$ cat config.mk
export PLATFORM = sky130hd
export DESIGN_NAME = acs_top
export DESIGN_NICKNAME = d
export VERILOG_FILES = /design/src/rtl/acs_pkg.sv /design/src/rtl/acs_top.sv
export SDC_FILE = /design/constraint.sdc
export NUM_CORES = 1
export LEC_CHECK = 0
export BUFFER_PORTS_ARGS = -buffer_cell sky130_fd_sc_hd__buf_2
export CORE_MARGIN = 3
export CORE_UTILIZATION = 52
export CTS_CLUSTER_DIAMETER = 150
export DETAILED_ROUTE_END_ITERATION = 8
export GPL_TIMING_DRIVEN = 0
export PLACE_DENSITY = 0.77
export SYNTH_ARGS = -nofsm -noshare
export SYNTH_HDL_FRONTEND = slang
export SYNTH_SLANG_ARGS = --single-unit
$ cat constraint.sdc
create_clock -name clock -period 3.05 [get_ports clock]
set_input_delay 0.61 -clock clock [delete_from_list [all_inputs] [get_ports clock]]
set_output_delay 0.61 -clock clock [all_outputs]
set_load 0.03 [all_outputs]
$ cat src/rtl/acs_pkg.sv
// Constants, field layouts and carrier types for the axis correction and sync start block
package acs_pkg;
  // Register word offsets on the plain register port
  localparam logic [7:0] OFS_CORR_CFG = 8'h00;
  localparam logic [7:0] OFS_CNT_CFG = 8'h04;
  localparam logic [7:0] OFS_VIB_TIME = 8'h08;
  localparam logic [7:0] OFS_OP_MODE = 8'h0C;
  localparam logic [7:0] OFS_SYNC_CFG = 8'h10;
  localparam logic [7:0] OFS_CORR_SPEED = 8'h14;
  localparam logic [7:0] OFS_IRQ_EN = 8'h18;
  localparam logic [7:0] OFS_IRQ_STS = 8'h1C;
  localparam logic [7:0] OFS_EXT_STS = 8'h20;
  localparam logic [7:0] OFS_COMMAND = 8'h24;

  // Field positions
  localparam int CORR_AMT_LSB = 0;
  localparam int CORR_METH_LSB = 12;
  localparam int CNT_EN_LSB = 16;
  localparam int VIB_REV_LSB = 0;
  localparam int VIB_FWD_LSB = 16;
  localparam int MSY_LSB = 18;
  localparam int MAX_LSB = 20;
  localparam int SYO_LSB = 16;
  localparam int SYI_LSB = 20;
  localparam int IRQ_LSB = 4;
  localparam int CMD_START_BIT = 0;
  localparam int CMD_DIR_BIT = 1;

  // Counts of clock cycles
  localparam int VIB_UNIT_SHIFT = 5;
  localparam int VIB_UNIT_CYCLES = 1 << VIB_UNIT_SHIFT;

  // Values after reset
  localparam logic [11:0] CORR_AMT_RST = 12'h000;
  localparam logic [15:0] VIB_TIME_RST = 16'h0000;
  localparam logic [15:0] SPEED_RST = 16'h0000;
  localparam logic [8:0] IRQ_RST = 9'h000;
  localparam logic [3:0] NIB_RST = 4'h0;
  localparam logic [1:0] FIELD2_RST = 2'h0;

  // Correction methods
  localparam logic [1:0] METH_OFF = 2'h0;
  localparam logic [1:0] METH_BACKLASH = 2'h1;
  localparam logic [1:0] METH_SLIP = 2'h2;

  // Synchronous start methods and trigger axes
  localparam logic [1:0] MSY_SYNC_SIG = 2'h2;
  localparam logic [1:0] MSY_AXIS_STOP = 2'h3;
  localparam logic [1:0] MAX_X = 2'h1;
  localparam logic [1:0] MAX_Y = 2'h2;
  localparam logic [1:0] SYI_X = 2'h0;
  localparam logic [1:0] SYI_Y = 2'h1;

  // Sync output timing codes
  localparam logic [3:0] SYO_CMP1 = 4'h1;
  localparam logic [3:0] SYO_CMP2 = 4'h2;
  localparam logic [3:0] SYO_CMP3 = 4'h3;
  localparam logic [3:0] SYO_CMP4 = 4'h4;
  localparam logic [3:0] SYO_CMP5 = 4'h5;
  localparam logic [3:0] SYO_ACC_START = 4'h8;
  localparam logic [3:0] SYO_ACC_DONE = 4'h9;
  localparam logic [3:0] SYO_DEC_START = 4'hA;
  localparam logic [3:0] SYO_DEC_DONE = 4'hB;

  // Operation status codes
  localparam logic [3:0] STS_IDLE = 4'h0;
  localparam logic [3:0] STS_RUN = 4'h1;
  localparam logic [3:0] STS_WAIT_SYNC = 4'h3;
  localparam logic [3:0] STS_WAIT_STOP = 4'h4;
  localparam logic [3:0] STS_CORR = 4'h5;
  localparam logic [3:0] STS_VIB = 4'h6;

  // Profile and comparator events, one-cycle pulses, MSB first as in the cause bits
  typedef struct packed {
    logic [4:0] cmp;
    logic decel_done;
    logic decel_start;
    logic accel_done;
    logic accel_start;
  } acs_evt_t;

  // Pulse train toward the motor driver
  typedef struct packed {
    logic pulse;
    logic dir;
  } acs_pulse_t;

  typedef enum logic [2:0] {
    ST_IDLE,
    ST_WAIT_SYNC,
    ST_WAIT_STOP,
    ST_PREP,
    ST_CORR,
    ST_RUN,
    ST_VIB_REV,
    ST_VIB_FWD
  } acs_state_t;
endpackage

$ cat src/rtl/acs_top.sv
// Per-axis correction pulses, vibration restriction and synchronous start logic
//
// Implementation choices: the placing of the registers and the strobed register port.
`timescale 1ns/1ps
// Summary of operation
// - Correction emits programmed pulse count at set rate
// - Backlash corrects whenever travel direction changes
// - Slip corrects before every operation
// - Correction amount is 12 bits, 0..4095
// - Method field: off, backlash, slip
// - Four counter enables choose correction counting
// - After operation, one reverse then forward pulse
// - Restriction only when both timings nonzero
// - Reverse timing in bits 0..15
// - Forward timing in bits 16..31
// - One timing count is 32 clocks
// - Start method: sync signal or other stop
// - Trigger axis: X stop or Y stop
// - Sync out on comparators 1 to 5
// - Sync out on profile events 1000..1011
// - Other timing codes disable sync out
// - Interrupt fires together with sync signal
// - Software reads event cause and status
// - Sync input taken from X or Y
// - Status shows 0011 and 0100 waits
// - Only observed run-to-stop edge triggers start
module acs_top (
  input wire logic clock,
  input wire logic resetn,
  input wire logic [7:0] reg_addr,
  input wire logic [31:0] reg_wdata,
  input wire logic reg_wr,
  input wire logic reg_rd,
  output logic [31:0] reg_rdata,
  input acs_pkg::acs_evt_t evt,
  input wire logic cmd_pulse,
  input wire logic cmd_busy,
  input wire logic x_running,
  input wire logic y_running,
  input wire logic sync_in_x,
  input wire logic sync_in_y,
  output acs_pkg::acs_pulse_t motor,
  output logic run_start,
  output logic [3:0] corr_count,
  output logic sync_out,
  output logic irq
);

  // Configuration registers
  logic [11:0] correction_amount_q;
  logic [1:0] correction_method_q;
  logic [3:0] corr_count_en_q;
  logic [15:0] reverse_delay_q;
  logic [15:0] forward_delay_q;
  logic [1:0] sync_start_method_q;
  logic [1:0] trigger_axis_select_q;
  logic [3:0] sync_out_timing_q;
  logic [1:0] sync_in_source_q;
  logic [15:0] correction_speed_q;
  logic [8:0] irq_en_q;
  logic [8:0] irq_sts_q;
  logic [8:0] irq_sts_d;

  // Sequencer state
  acs_pkg::acs_state_t state_q, state_d;
  logic [11:0] rem_q, rem_d;
  logic [20:0] tmr_q, tmr_d;
  logic cmd_dir_q, cmd_dir_d;
  logic last_dir_q, last_dir_d;
  logic busy_seen_q, busy_seen_d;
  logic pulse_d;
  logic dir_d;
  logic start_d;
  logic corr_fire;
  logic prev_run_q;
  logic [3:0] corr_count_d;
  logic [31:0] rdata_d;
  logic [3:0] op_status;
  logic sync_fire;
  logic [8:0] evt_vec;

  // Address decode
  wire wr_corr = reg_wr && (reg_addr == acs_pkg::OFS_CORR_CFG);
  wire wr_cnt = reg_wr && (reg_addr == acs_pkg::OFS_CNT_CFG);
  wire wr_vib = reg_wr && (reg_addr == acs_pkg::OFS_VIB_TIME);
  wire wr_mode = reg_wr && (reg_addr == acs_pkg::OFS_OP_MODE);
  wire wr_sync = reg_wr && (reg_addr == acs_pkg::OFS_SYNC_CFG);
  wire wr_speed = reg_wr && (reg_addr == acs_pkg::OFS_CORR_SPEED);
  wire wr_irq_en = reg_wr && (reg_addr == acs_pkg::OFS_IRQ_EN);
  wire wr_irq_sts = reg_wr && (reg_addr == acs_pkg::OFS_IRQ_STS);
  wire wr_cmd = reg_wr && (reg_addr == acs_pkg::OFS_COMMAND);
  wire start_cmd = wr_cmd && reg_wdata[acs_pkg::CMD_START_BIT];

  // Vibration restriction armed only with both delays nonzero
  wire vib_en = (reverse_delay_q != 16'h0000) && (forward_delay_q != 16'h0000);

  // Delays in clock cycles, 32 per count, minus the cycle spent loading
  wire [20:0] rev_cycles = ({5'h00, reverse_delay_q} << acs_pkg::VIB_UNIT_SHIFT)
                           - 21'h000001;
  wire [20:0] fwd_cycles = ({5'h00, forward_delay_q} << acs_pkg::VIB_UNIT_SHIFT)
                           - 21'h000001;

  // Correction pulse spacing: high one cycle, then correction_speed + 1 low cycles
  wire [20:0] corr_gap = {5'h00, correction_speed_q} + 21'h000001;

  // Correction needed for the operation about to start
  wire backlash_hit = (correction_method_q == acs_pkg::METH_BACKLASH)
                      && (cmd_dir_q != last_dir_q);
  wire slip_hit = (correction_method_q == acs_pkg::METH_SLIP);
  wire need_corr = (backlash_hit || slip_hit) && (correction_amount_q != 12'h000);

  // Trigger axis stop observation; the waiting axis itself is never running
  wire sel_running = (trigger_axis_select_q == acs_pkg::MAX_X) ? x_running :
                     (trigger_axis_select_q == acs_pkg::MAX_Y) ? y_running : 1'b0;
  wire stop_edge = prev_run_q && !sel_running;

  // Internal synchronous input source
  wire sync_in = (sync_in_source_q == acs_pkg::SYI_X) ? sync_in_x :
                 (sync_in_source_q == acs_pkg::SYI_Y) ? sync_in_y : 1'b0;

  assign evt_vec = evt;

  // Sync output timing select; unassigned codes keep the output off
  always_comb begin
    case (sync_out_timing_q)
      acs_pkg::SYO_CMP1: sync_fire = evt.cmp[0];
      acs_pkg::SYO_CMP2: sync_fire = evt.cmp[1];
      acs_pkg::SYO_CMP3: sync_fire = evt.cmp[2];
      acs_pkg::SYO_CMP4: sync_fire = evt.cmp[3];
      acs_pkg::SYO_CMP5: sync_fire = evt.cmp[4];
      acs_pkg::SYO_ACC_START: sync_fire = evt.accel_start;
      acs_pkg::SYO_ACC_DONE: sync_fire = evt.accel_done;
      acs_pkg::SYO_DEC_START: sync_fire = evt.decel_start;
      acs_pkg::SYO_DEC_DONE: sync_fire = evt.decel_done;
      default: sync_fire = 1'b0;
    endcase
  end

  // Sequencer next state
  always_comb begin
    state_d = state_q;
    rem_d = rem_q;
    tmr_d = tmr_q;
    cmd_dir_d = cmd_dir_q;
    last_dir_d = last_dir_q;
    busy_seen_d = busy_seen_q;
    pulse_d = 1'b0;
    dir_d = motor.dir;
    start_d = 1'b0;
    corr_fire = 1'b0;
    case (state_q)
      acs_pkg::ST_IDLE: begin
        if (start_cmd) begin
          cmd_dir_d = reg_wdata[acs_pkg::CMD_DIR_BIT];
          if (sync_start_method_q == acs_pkg::MSY_SYNC_SIG) begin
            state_d = acs_pkg::ST_WAIT_SYNC;
          end else if (sync_start_method_q == acs_pkg::MSY_AXIS_STOP) begin
            state_d = acs_pkg::ST_WAIT_STOP;
          end else begin
            state_d = acs_pkg::ST_PREP;
          end
        end
      end
      acs_pkg::ST_WAIT_SYNC: begin
        if (sync_in) begin
          state_d = acs_pkg::ST_PREP;
        end
      end
      acs_pkg::ST_WAIT_STOP: begin
        if (stop_edge) begin
          state_d = acs_pkg::ST_PREP;
        end
      end
      acs_pkg::ST_PREP: begin
        if (need_corr) begin
          rem_d = correction_amount_q;
          tmr_d = 21'h000000;
          state_d = acs_pkg::ST_CORR;
        end else begin
          start_d = 1'b1;
          last_dir_d = cmd_dir_q;
          busy_seen_d = 1'b0;
          state_d = acs_pkg::ST_RUN;
        end
      end
      acs_pkg::ST_CORR: begin
        if (rem_q == 12'h000) begin
          start_d = 1'b1;
          last_dir_d = cmd_dir_q;
          busy_seen_d = 1'b0;
          state_d = acs_pkg::ST_RUN;
        end else if (tmr_q == 21'h000000) begin
          pulse_d = 1'b1;
          dir_d = cmd_dir_q;
          corr_fire = 1'b1;
          rem_d = rem_q - 12'h001;
          tmr_d = corr_gap;
        end else begin
          tmr_d = tmr_q - 21'h000001;
        end
      end
      acs_pkg::ST_RUN: begin
        pulse_d = cmd_pulse;
        dir_d = cmd_dir_q;
        if (cmd_busy) begin
          busy_seen_d = 1'b1;
        end
        if (busy_seen_q && !cmd_busy) begin
          if (vib_en) begin
            tmr_d = rev_cycles;
            state_d = acs_pkg::ST_VIB_REV;
          end else begin
            state_d = acs_pkg::ST_IDLE;
          end
        end
      end
      acs_pkg::ST_VIB_REV: begin
        if (tmr_q == 21'h000000) begin
          pulse_d = 1'b1;
          dir_d = !last_dir_q;
          tmr_d = fwd_cycles;
          state_d = acs_pkg::ST_VIB_FWD;
        end else begin
          tmr_d = tmr_q - 21'h000001;
        end
      end
      acs_pkg::ST_VIB_FWD: begin
        if (tmr_q == 21'h000000) begin
          pulse_d = 1'b1;
          dir_d = last_dir_q;
          state_d = acs_pkg::ST_IDLE;
        end else begin
          tmr_d = tmr_q - 21'h000001;
        end
      end
      default: state_d = acs_pkg::ST_IDLE;
    endcase
  end

  // Per-counter strobes for correction pulses
  genvar gi;
  generate
    for (gi = 0; gi < 4; gi++) begin : g_cnt
      assign corr_count_d[gi] = corr_fire && corr_count_en_q[gi];
    end
  endgenerate

  // Status code visible to software
  always_comb begin
    case (state_q)
      acs_pkg::ST_WAIT_SYNC: op_status = acs_pkg::STS_WAIT_SYNC;
      acs_pkg::ST_WAIT_STOP: op_status = acs_pkg::STS_WAIT_STOP;
      acs_pkg::ST_CORR: op_status = acs_pkg::STS_CORR;
      acs_pkg::ST_PREP: op_status = acs_pkg::STS_CORR;
      acs_pkg::ST_RUN: op_status = acs_pkg::STS_RUN;
      acs_pkg::ST_VIB_REV: op_status = acs_pkg::STS_VIB;
      acs_pkg::ST_VIB_FWD: op_status = acs_pkg::STS_VIB;
      default: op_status = acs_pkg::STS_IDLE;
    endcase
  end

  // Sticky causes: a new event beats a write-one clear in the same cycle
  assign irq_sts_d = (irq_sts_q & ~(wr_irq_sts ? reg_wdata[acs_pkg::IRQ_LSB +: 9] : 9'h000))
                     | evt_vec;

  // Read data; write-only configuration reads as zero
  always_comb begin
    rdata_d = 32'h00000000;
    if (reg_rd) begin
      case (reg_addr)
        acs_pkg::OFS_IRQ_EN: rdata_d[acs_pkg::IRQ_LSB +: 9] = irq_en_q;
        acs_pkg::OFS_IRQ_STS: rdata_d[acs_pkg::IRQ_LSB +: 9] = irq_sts_q;
        acs_pkg::OFS_EXT_STS: rdata_d[3:0] = op_status;
        default: rdata_d = 32'h00000000;
      endcase
    end
  end

  // Configuration register writes
  always_ff @(posedge clock) begin
    if (!resetn) begin
      correction_amount_q <= acs_pkg::CORR_AMT_RST;
      correction_method_q <= acs_pkg::METH_OFF;
      corr_count_en_q <= acs_pkg::NIB_RST;
      reverse_delay_q <= acs_pkg::VIB_TIME_RST;
      forward_delay_q <= acs_pkg::VIB_TIME_RST;
      sync_start_method_q <= acs_pkg::FIELD2_RST;
      trigger_axis_select_q <= acs_pkg::FIELD2_RST;
      sync_out_timing_q <= acs_pkg::NIB_RST;
      sync_in_source_q <= acs_pkg::FIELD2_RST;
      correction_speed_q <= acs_pkg::SPEED_RST;
      irq_en_q <= acs_pkg::IRQ_RST;
    end else begin
      if (wr_corr) begin
        correction_amount_q <= reg_wdata[acs_pkg::CORR_AMT_LSB +: 12];
        correction_method_q <= reg_wdata[acs_pkg::CORR_METH_LSB +: 2];
      end
      if (wr_cnt) begin
        corr_count_en_q <= reg_wdata[acs_pkg::CNT_EN_LSB +: 4];
      end
      if (wr_vib) begin
        reverse_delay_q <= reg_wdata[acs_pkg::VIB_REV_LSB +: 16];
        forward_delay_q <= reg_wdata[acs_pkg::VIB_FWD_LSB +: 16];
      end
      if (wr_mode) begin
        sync_start_method_q <= reg_wdata[acs_pkg::MSY_LSB +: 2];
        trigger_axis_select_q <= reg_wdata[acs_pkg::MAX_LSB +: 2];
      end
      if (wr_sync) begin
        sync_out_timing_q <= reg_wdata[acs_pkg::SYO_LSB +: 4];
        sync_in_source_q <= reg_wdata[acs_pkg::SYI_LSB +: 2];
      end
      if (wr_speed) begin
        correction_speed_q <= reg_wdata[15:0];
      end
      if (wr_irq_en) begin
        irq_en_q <= reg_wdata[acs_pkg::IRQ_LSB +: 9];
      end
    end
  end

  // Sequencer and pulse outputs
  always_ff @(posedge clock) begin
    if (!resetn) begin
      state_q <= acs_pkg::ST_IDLE;
      rem_q <= 12'h000;
      tmr_q <= 21'h000000;
      cmd_dir_q <= 1'b0;
      last_dir_q <= 1'b0;
      busy_seen_q <= 1'b0;
      motor <= '0;
      run_start <= 1'b0;
      corr_count <= 4'h0;
    end else begin
      state_q <= state_d;
      rem_q <= rem_d;
      tmr_q <= tmr_d;
      cmd_dir_q <= cmd_dir_d;
      last_dir_q <= last_dir_d;
      busy_seen_q <= busy_seen_d;
      motor.pulse <= pulse_d;
      motor.dir <= dir_d;
      run_start <= start_d;
      corr_count <= corr_count_d;
    end
  end

  // Events, interrupt and read port; irq and sync_out rise on the same edge
  always_ff @(posedge clock) begin
    if (!resetn) begin
      irq_sts_q <= acs_pkg::IRQ_RST;
      prev_run_q <= 1'b0;
      sync_out <= 1'b0;
      irq <= 1'b0;
      reg_rdata <= 32'h00000000;
    end else begin
      irq_sts_q <= irq_sts_d;
      prev_run_q <= sel_running;
      sync_out <= sync_fire;
      irq <= |(irq_sts_d & irq_en_q);
      reg_rdata <= rdata_d;
    end
  end

endmodule

## Word-level counts from Yosys, hierarchy flattened

Index checks and enable logic that the tools add are counted.
W data, S select, Z words.

| word-level totals | value |
|---|---|
| flip-flop bits (word level) | 175 |
| input port bits | 59 |
| output and inout port bits | 41 |
| word-level logic and storage cells | 182 |

| operators by class | value |
|---|---|
| $add $sub $neg | 5 |
| eq/ne operators | 47 |
| multiplexer cells | 51 |
| bitwise logic cells | 4 |
| reductions and logical operators | 47 |

Operators with widths:

| kind | count |
|---|---|
| $mux W21 | 7 |
| $pmux W21 S5 | 1 |
| $sub A21 B1 Y21 const B | 3 |
| $mux W12 | 3 |
| $eq A8 B5 Y1 const B | 4 |
| $reduce_bool A16 Y1 | 2 |
| $ne A2 B2 Y1 const B | 14 |
| $mux W3 | 8 |
| $pmux W12 S2 | 1 |
| $pmux W3 S8 | 1 |
| $logic_not A21 Y1 | 1 |
| $mux W1 | 20 |
| $logic_and A1 B1 Y1 | 19 |
| $and A9 B9 Y9 | 2 |
| $pmux W9 S2 | 1 |
| $add A16 B1 Y17 const B | 1 |
| $eq A4 B4 Y1 const B | 4 |
| $eq A8 B4 Y1 const B | 2 |
| $eq A8 B6 Y1 const B | 2 |
| $pmux W3 S5 | 1 |
| $eq A3 B3 Y1 const B | 4 |
| $logic_not A12 Y1 | 1 |
| $reduce_bool A12 Y1 | 1 |
| $sub A12 B1 Y12 const B | 1 |
| other kinds (34) | 50 |

## Depth between registers and ports, before layout

Gate-level depths: netlist of the first run.

| depth | value |
|---|---|
| depth in word-level cells | 8 |
| depth in mapped cells | 13 |
| depth with buffers taken out | 9 |

## Worst setup path before layout of the first run

No wires, ideal clock.

| timing | value |
|---|---|
| path type | input port to flip-flop |
| start | in reg_addr[5] |
| end | reg irq |
| library setup time | 137 ps |
| arrival time | 2245 ps |
| data required time | 2913 ps |
| setup slack | 668 ps |
| stages | 7 |
| buffers on the path | 2 |
| cell sequence | nor4b_1 -> and4_1 -> clkbuf_1 -> buf_1 -> a41oi_1 -> a211oi_1 -> a41oi_1 |

| on the way | value |
|---|---|
| cells in the longest elaborated chain, start to end | 8 |

RTL lines:

| item | RTL line | text |
|---|---|---|
| start: declaration | acs_top.sv:30 | `input wire logic [7:0] reg_addr,` |
| $eq A8 B5 Y1 | acs_top.sv:90 | `wire wr_irq_sts = reg_wr && (reg_addr == acs_pkg::OFS_IRQ_STS);` |
| $logic_and A1 B1 Y1 | acs_top.sv:90 |  |
| $mux W9 | acs_top.sv:263 | `assign irq_sts_d = (irq_sts_q & ~(wr_irq_sts ? reg_wdata[acs_pkg::IRQ_LSB +: 9] : 9'h000))` |
| $not A9 Y9 | acs_top.sv:263 |  |
| $and A9 B9 Y9 | acs_top.sv:263 |  |
| $or A9 B9 Y9 | acs_top.sv:264 | `\| evt_vec;` |
| $and A9 B9 Y9 | acs_top.sv:360 | `irq <= \|(irq_sts_d & irq_en_q);` |
| $reduce_or A9 Y1 | acs_top.sv:360 |  |
| end signal: assignment | acs_top.sv:360 |  |
| end: declaration | acs_top.sv:46 | `output logic irq` |

Every way passes these cells.
A chain may end at the register's enable or synchronous reset.

## Final worst setup path of the first run

| timing | value |
|---|---|
| start | reg rem_q[0] |
| end | reg rem_q[4] |

| on the way | value |
|---|---|
| cells in the longest elaborated chain, start to end | 4 |
| elaborated cells between the ends (all ways) | 7 |
| those cells by class | add/sub: 1; eq/ne: 1; mux: 3; reduce/logical: 2 |

RTL lines:

| item | RTL line | text |
|---|---|---|
| start: declaration | acs_top.sv:66 | `logic [11:0] rem_q, rem_d;` |
| start signal: assignment | acs_top.sv:336 | `rem_q <= rem_d;` |
| $sub A12 B1 Y12 | acs_top.sv:196 | `rem_d = rem_q - 12'h001;` |
| $mux W12 | acs_top.sv:192 | `end else if (tmr_q == 21'h000000) begin` |
| $mux W12 | acs_top.sv:187 | `if (rem_q == 12'h000) begin` |
| $pmux W12 S2 | acs_top.sv:151 | `case (state_q)` |

Parallel ways exist; a longest one is shown, timed or not. The select of a mux whose other input is x is not followed.

==> impl_metrics.json, run 1 <==
{
  "ir_drop_v": 0.000435,
  "antenna_found_initial": 0,
  "arrival_ps": 3110,
  "dpl.hpwl_microns": 17800,
  "fin_worst_hold_slack_ps": 418,
  "first_iter_violations": 890,
  "die_area_sq_um": 17000,
  "p_leak_nw": 3.80,
  "syn_area_sq_um": 8060,
  "area_growth_pct": 16.7,
  "rr_endpoint": "rem_q[4]",
  "syn_area_per_cell_sq_um": 7.82,
  "syn_inst": 1030,
  "r2r_cells": 12,
  "cts_hold_buf": 0,
  "synth.top_cell.area_share_pct": 38.5,
  "synthArstFlopShare_pct": 0,
  "maxSlewViolCount": 0,
  "met1_usage_pct": 39.2,
  "min_period_ps": 2780,
  "synth.area.top_cells": "dfxtp_1, nand2_1, a21oi_1, nor2_1, nand3_1",
  "placed_cells": 1312,
  "final_area_sq_um": 9410,
  "cts_root_buffer": "clkbuf_16",
  "synth-edff-count": 0,
  "r2r-start": "rem_q[0]",
  "clock_latency_ps": 430,
  "grt.total_usage_pct": 28.8,
  "grt_pass1_wl_microns": 38500,
  "multi_input_comb_area_sq_um": 4530,
  "rsz0062_at_grt": "no",
  "powerDensity_nw_per_um2": 520,
  "placed_area_sq_um": 8750,
  "busiest_layer": "met2",
  "nFillCells": 1333,
  "clock.fmax_mhz": 359,
  "synthDistinctLibCells": 73,
  "critPathKind": "register to register",
  "fin_cells": 1345,
  "cp.required_ps": 3380,
  "drc": 0,
  "maxCapViolCount": 0,
  "hold_class": "input pin to register",
  "crit_fanout": 10,
  "num_rows": 44,
  "reg2reg_slack_ps": 270,
  "h-tree-depth": 4,
  "critPathLaunchType": "register",
  "yosysWarningCount": 0,
  "met2_usage_pct": 44.4,
  "cts_setup_buffers": 0,
  "io_buffers": 79,
  "core_sq_um": 14900,
  "slew_headroom_pct": 24.7,
  "vias_per_cell": 6.00,
  "status": "completed",
  "synthFlopType": "dfxtp_1",
  "die_h_microns": 130,
  "setup.worst_path.start": "rem_q[0]",
  "ys_seq_area_share_pct": 38.5,
  "cp-end-kind": "register",
  "pre_cts_ws_ps": 13.2,
  "gp_congestion": 0.941,
  "cts_tree": "done",
  "cts.sinks": 155,
  "wl_microns": 24200,
  "cts.path.max_buffers": 2,
  "fin_ws_ps": 268,
  "die_w_microns": 130,
  "synth_most_common_cell": "nand2_1",
  "fin_skew_ps": 6.29,
  "finalHoldViolCount": 0,
  "setup-violations-final": 0,
  "cts_resized": 0,
  "endpoint": "rem_q[4]",
  "clk_pin_slew_ps": 60,
  "synth_commonest_cells": "nand2_1, dfxtp_1, a21oi_1",
  "finalSetupTns_ps": 0,
  "start_util_pct": 54.2,
  "ant_nets": 0,
  "grt_pass1_vias": 7452,
  "grt_max_degree": 17,
  "nets": 1214,
  "synth-seq-cells": 155,
  "numCtsBuffers": 17,
  "tightest_slew_ps": 1120,
  "drive_gt1_share_pct": 13.8,
  "vias": 8073,
  "fin_util_pct": 63.3,
  "yosys.area.top_type": "dfxtp_1",
  "first_pass_iters": 5,
  "fin_crit_sh_pct": 91.2,
  "use_met3_pct": 5.69,
  "grt-ovfl-total": 0,
  "avgRoutedWirePerCell_microns": 18.0,
  "power_mw": 4.89,
  "num_io_pins": 100,
  "seq_area_sq_um": 3100
}
[layout make-up]
cell class	count	area share (%)
Multi-Input combinational cell	787	48.1
Inverter	24	0.958
Tap cell	184	2.45
Sequential cell	155	33.0
Clock buffer	21	4.79
Timing Repair Buffer	79	4.20
Clock inverter	11	2.05
Antenna cell	1	0.0266
Buffer	83	4.43
[metal layers]
| metal | wire length, microns | up-vias |
|---|---|---|
| met2 | 10800 | 425 |
| met3 | 2230 | 65 |
| met1 | 10400 | 3743 |
| li1 | - | 3840 |
| met5 | 0 | - |
| met4 | 818 | 0 |
[report_power, final]
| group | internal, mW | switching [mW] | leakage (nW) |
|---|---|---|---|
| combinational | 0.153 | 0.344 | 2.24 |
| sequential | 2.05 | 0.0216 | 1.25 |
| clock | 1.47 | 0.852 | 0.307 |
| total | 3.67 | 1.22 | 3.80 |
[worst min-delay path by stage]
stage,startpoint,end,slack (ps),depth (start not counted)
global placement,corr_count_en_q[1],corr_count[1],430,1
finish,reg_wdata[25],forward_delay_q[9],420,3
floorplan,tmr_q[19],tmr_q[19],430,2
detailed placement,tmr_q[19],tmr_q[19],440,2
global route,reg_wdata[25],forward_delay_q[9],430,3
CTS,reg_wdata[26],forward_delay_q[10],420,3
[cell families after synthesis]
family          count (synthesis)  synth area share, %
mux                            28                 3.63
other cells                     1               0.0465
flops                         155                 38.5
xor+xnor                       49                 5.33
simple gates                  440                 26.4
compound gates                242                 18.6
buf+inv                       107                 6.29
fa+ha+maj                       8                 1.24
[state kept, by name, indices dropped and copies added (netlist names), 3 cells and up]
signal / count
tmr_q: 21
correction_speed_q: 16
forward_delay_q: 16
reverse_delay_q: 16
correction_amount_q: 12
reg_rdata: 12
rem_q: 12
irq_en_q: 9
irq_sts_q: 9
corr_count: 4
corr_count_en_q: 4
sync_out_timing_q: 4
state_q: 3
[critical path: stages, from the launching register on]
cell,delay [ps]
dfxtp_1,310
inv_1,90
ha_1,190
nor3b_1,480
and3_1,230
buf_2,160
nand3_1,160
o21a_1,150
buf_2,190
and2_1,150
buf_2,140
buf_4,180
a221oi_1,250
[cells in the final DEF, fill, tap and decap left out, types with 4 or more instances in the layout]
cell / count
dfxtp_1: 155
mux2i_1: 27
nand2b_1: 10
nor3_1: 24
a221oi_1: 4
nor2_1: 92
nand3_1: 56
inv_1: 22
o21ai_0: 39
nor4_1: 18
or4_1: 4
clkbuf_1: 51
o211ai_1: 4
nand4_1: 11
o21a_1: 5
nor3b_1: 5
bufinv_16: 5
nand2_1: 160
and2_1: 12
a31oi_1: 10
xor2_1: 27
and4_1: 6
buf_4: 21
a21oi_1: 104
xnor2_1: 22
buf_2: 88
a41oi_1: 5
ha_1: 8
a211oi_1: 8
and3_1: 7
a22oi_1: 10
o221a_2: 4
conb_1: 20
nor2b_1: 6
or3_1: 6
o22ai_1: 16
clkbuf_16: 17
Note: power is estimated with default switching activity, not from simulation.
==> run 2, diff against run 1 <==
- PLACE_DENSITY: 0.77 -> 0.84
- clock period: 3.05 -> 2.4 ns (I/O delays scaled with it)
==> run 2 against run 1 <==
Against the previous run: the flow now finishes with violations (setup timing); worst setup slack lost 320 ps; hold slack lost 140 ps; non-clock buffer count grew 25; die area is the same; critical path type unchanged; critical endpoint is now tmr_q[7].
==> impl_metrics.json, run 2 (synthesis gave the netlist of run 1 again) <==
{
  "status": "complete, but fails checks",
  "violations": "setup timing",
  "finalHoldViolCount": 0,
  "arrival_ps": 2840,
  "regMostFlops": "tmr_q",
  "ant_nets": 0,
  "seq_area_sq_um": 3120,
  "r2r_cells": 8,
  "grt-ovfl-total": 0,
  "reg2reg_slack_ps": -50,
  "r2r-start": "forward_delay_q[3]",
  "grt.total_usage_pct": 29.0,
  "grt_pass1_vias": 7654,
  "largest_register_ffs": 21,
  "cts.sinks": 155,
  "cts_hold_buf": 0,
  "cp-end-kind": "register",
  "fin_crit_sh_pct": 102,
  "first_pass_iters": 6,
  "tightest_slew_ps": 913,
  "start_util_pct": 54.2,
  "io_buffers": 79,
  "finalSetupTns_ps": -132,
  "cts_tree": "done",
  "first_iter_violations": 1011,
  "cts.path.max_buffers": 2,
  "wl_microns": 25600,
  "ir_drop_v": 0.000484,
  "cts_root_buffer": "clkbuf_16",
  "crit_fanout": 6,
  "vias": 8461,
  "num_io_pins": 100,
  "nFillCells": 1209,
  "hp-start": "reg_wdata[25]",
  "min_period_ps": 2450,
  "rsz0062_at_grt": "yes",
  "layout_commonest_cell": "nand2_1",
  "setup-violations-final": 8,
  "core_sq_um": 14900,
  "grt_pass1_wl_microns": 39000,
  "fin_ws_ps": -54.0,
  "vias_per_cell": 6.18,
  "clk_pin_slew_ps": 70,
  "holdPathStages": 3,
  "fin_skew_ps": 8.14,
  "nets": 1239,
  "drc": 0,
  "die_h_microns": 130,
  "maxCapViolCount": 0,
  "drive_gt1_share_pct": 21.0,
  "layout_common_cells": "nand2_1, dfxtp_1, a21oi_1",
  "numCtsBuffers": 17,
  "antenna_found_initial": 0,
  "maxSlewViolCount": 0,
  "rr_endpoint": "tmr_q[7]",
  "die_w_microns": 130,
  "gp_congestion": 0.919,
  "multi_input_comb_area_sq_um": 4840,
  "diodes": 0,
  "power_mw": 6.18,
  "cp.required_ps": 2790,
  "num_rows": 44,
  "h-tree-depth": 4,
  "critPathLaunchType": "register",
  "p_leak_nw": 4.07,
  "hold_class": "input pin to register",
  "clock.fmax_mhz": 407,
  "hold-path-endpoint": "forward_delay_q[9]",
  "slew_headroom_pct": 38.6,
  "dpl.hpwl_microns": 17600,
  "critPathKind": "register to register",
  "clock_latency_ps": 440,
  "avgRoutedWirePerCell_microns": 18.7,
  "die_area_sq_um": 17000,
  "area_growth_pct": 24.2,
  "grt_max_degree": 17,
  "powerDensity_nw_per_um2": 617
}
==> run 2: changes by cell type in the layout (fill, tap and decap cells not counted), moves of 6 or more <==
cell      before  now
buf_2         88   82
buf_4         21   46
buf_6          2    8
clkbuf_1      51   41
nand2_1      160  154
nand2_2        0    6
o21ai_0       39   33
==> run 2: per-stage QoR <==
step	area [sq um]	utilization (%)	worst slack (ps)	hold WS, ps	std cells
after floorplan	8130	-	54.3	429	1049
after global placement	8750	58.9	-430	442	1312
after detailed placement	8750	58.9	-505	445	1312
after CTS	9600	64.6	-109	277	1354
after global routing	10000	67.3	-129	287	1369
final	10000	67.3	-54.0	275	1369
==> run 2: cell type report <==
class,instances,area share [%]
Inverter,24,0.950
Clock inverter,13,1.80
Multi-Input combinational cell,787,48.4
Buffer,80,4.71
Clock buffer,19,4.43
Timing Repair Buffer,107,6.28
Tap cell,184,2.30
Sequential cell,155,31.2
==> run 2: critical path: stages, from the launching register on <==
cell and delay (ps):
dfxtp_4 340, or4_4 580, nor3b_4 240, a32oi_4 180
a211o_4 400, a31oi_4 260, buf_4 170, a31o_1 110
a22o_1 130
==> run 2: worst max path at each step <==
stage	start	to	cells past startpoint
4_1_cts	forward_delay_q[3]	tmr_q[5]	9
5_1_grt	forward_delay_q[7]	tmr_q[7]	8
2_1_floorplan	rem_q[0]	rem_q[4]	12
3_5_place_dp	reg_addr[5]	irq	8
3_3_place_gp	reg_addr[5]	irq	8
6_report	forward_delay_q[3]	tmr_q[7]	8
==> run 2: layer usage <==
layer | global-route usage [%] | wire length (microns)
met4 | 13.4 | 1090
met1 | 38.1 | 10100
met3 | 6.54 | 2630
met2 | 45.4 | 11700
met5 | 0 | 0
==> run 2: what timing repair did <==
item                       CTS  global route
setup endpoints to repair   39            67
pin swaps                    8            21
gates resized for setup     44            77
cloned                       1             3
buffers inserted             9            15
==> run 2: power breakdown <==
part | switching [mW] | internal [mW]
sequential | 0.0303 | 2.60
combinational | 0.457 | 0.223
clock | 1.18 | 1.69
total | 1.67 | 4.51
==> run 3, diff against run 2 <==
- CORE_ASPECT_RATIO: unset -> 0.75
- HOLD_SLACK_MARGIN: unset -> 0.15
- PLACE_DENSITY: 0.84 -> 0.81
- clock period: 2.4 -> 2.74 ns (I/O delays scaled with it)
==> run 3 against run 2 <==
Against the previous run: the flow now finishes without violations; worst setup slack better by 150 ps; clock-buffer cell count unchanged; sequential power shrank 13%; via count decreased by 3.4%; sequential cell count unchanged; hold slack better by 71 ps; die area about the same; combinational power shrank 16%; largest power group unchanged; highest routed layer is now met5.
==> impl_metrics.json, run 3 (synthesis gave the netlist of run 1 again) <==
{
  "hold_class": "input pin to register",
  "setup-violations-final": 0,
  "h-tree-depth": 4,
  "fin_crit_sh_pct": 96.7,
  "drc": 0,
  "placed_cells": 1329,
  "powerDensity_nw_per_um2": 565,
  "num_rows": 38,
  "area_growth_pct": 18.2,
  "antenna_found_initial": 2,
  "p_sw_mw": 1.44,
  "fin_skew_ps": 14.1,
  "avgRoutedWirePerCell_microns": 18.7,
  "p_comb_share_pct": 10.6,
  "seqPwrFrac_pct": 42.7,
  "grt_pass1_wl_microns": 39900,
  "p_leak_nw": 3.87,
  "first_pass_iters": 6,
  "cts_tree": "done",
  "swShare_pct": 26.7,
  "met1_usage_pct": 43.6,
  "tightest_slew_ps": 770,
  "min_period_ps": 2650,
  "clock_latency_ps": 430,
  "maxCapViolCount": 0,
  "die_area_sq_um": 17000,
  "finalHoldViolCount": 0,
  "wl_microns": 25500,
  "cts_root_buffer": "clkbuf_16",
  "cp.required_ps": 3050,
  "pre_cts_ws_ps": -223,
  "ir_drop_v": 0.000388,
  "first_iter_violations": 874,
  "regMostFlops": "tmr_q",
  "vias": 8170,
  "io_buffers": 79,
  "power_mw": 5.38,
  "layout_commonest_cell": "nand2_1",
  "critPathKind": "register to register",
  "fin_util_pct": 64.2,
  "clockPowerShare_pct": 46.7,
  "clk_pin_slew_ps": 70,
  "die_h_microns": 114,
  "num_io_pins": 100,
  "fin_cells": 1363,
  "use_met3_pct": 9.21,
  "cp-end-kind": "register",
  "vias_per_cell": 5.99,
  "grt_pass1_vias": 7454,
  "finalSetupTns_ps": 0,
  "gp_congestion": 0.995,
  "met2_usage_pct": 42.6,
  "grt_max_degree": 17,
  "arrival_ps": 2960,
  "cts.path.max_buffers": 2,
  "largest_register_ffs": 21,
  "critPathLaunchType": "register",
  "slew_headroom_pct": 48.3,
  "clock.fmax_mhz": 378,
  "fin_ws_ps": 91.3,
  "start_util_pct": 54.3,
  "status": "completed",
  "ant_nets": 0,
  "busiest_layer": "met1",
  "cts.sinks": 155,
  "die_w_microns": 150,
  "internal-power_mw": 3.95,
  "core_sq_um": 14800,
  "maxSlewViolCount": 0,
  "drive_gt1_share_pct": 15.2,
  "nets": 1218,
  "numCtsBuffers": 17,
  "grt.total_usage_pct": 29.8,
  "nFillCells": 1261,
  "crit_fanout": 10,
  "grt-ovfl-total": 0,
  "layout_common_cells": "nand2_1, dfxtp_1, a21oi_1",
  "dpl.hpwl_microns": 18500
}
run 3: cell count changes in the layout (fill, tap and decap cells not counted), sizes merged:
cell    before  now
buf        139  116
clkbuf      67   69
diode        0    1
inv         29   27
run 3: final timing paths:
check	slack, ps	to	cells after the start	startpoint
setup / recovery	90	tmr_q[11]	9	forward_delay_q[2]
hold / removal	350	forward_delay_q[14]	3	reg_wdata[30]
setup reg to reg	90	tmr_q[11]	9	forward_delay_q[2]
hold reg to reg	460	tmr_q[19]	2	tmr_q[19]
run 3: per-stage QoR:
stage | hold WS [ps] | cell area, sq um
6_report | 345 | 9530
5_1_grt | 358 | 9520
4_1_cts | 339 | 9430
3_5_place_dp | 451 | 8780
3_3_place_gp | 442 | 8770
2_1_floorplan | 429 | 8130
run 3: critical path: stages, from the launching register on:
cell     delay [ps]
dfxtp_1         370
or4_1           540
buf_2           190
nor3b_4         200
a32oi_2         220
a211o_1         380
nor2b_4         170
buf_6           150
a32oi_1         230
o21ai_2          80
run 3: per-layer routing:
layer | part of all wire (%) | vias up
met5 | 0.051 | -
met4 | 2.2 | 2
met3 | 13 | 59
met2 | 41 | 457
met1 | 43 | 3806
li1 | - | 3846
run 3: final cells by class:
| cell class | instances | area, sq um | area share (%) |
|---|---|---|---|
| antenna | 1 | 2.50 | 0.0263 |
| clock inverter | 11 | 160 | 1.68 |
| buffer | 83 | 425 | 4.47 |
| clock buffer | 19 | 453 | 4.75 |
| tap | 200 | 250 | 2.63 |
| multi-input combinational | 787 | 4610 | 48.4 |
| inverter | 24 | 90.1 | 0.946 |
| timing repair buffer | 83 | 435 | 4.57 |
| sequential | 155 | 3100 | 32.6 |
run 3: what timing repair did:
action,in CTS,in global routing
endpoints found under the setup margin,10,32
pin swaps,1,3
setup buffers,1,2
hold buffers,0,0
resized for setup,4,17
run 3: power by group through the flow:
stage	registers [mW]	clock network, mW	logic (mW)
2_1_floorplan	2.35	0	0.336
3_3_place_gp	2.35	0	0.528
3_5_place_dp	2.35	0	0.531
4_1_cts	2.30	2.51	0.540
5_1_grt	2.30	2.60	0.605
6_report	2.30	2.51	0.570
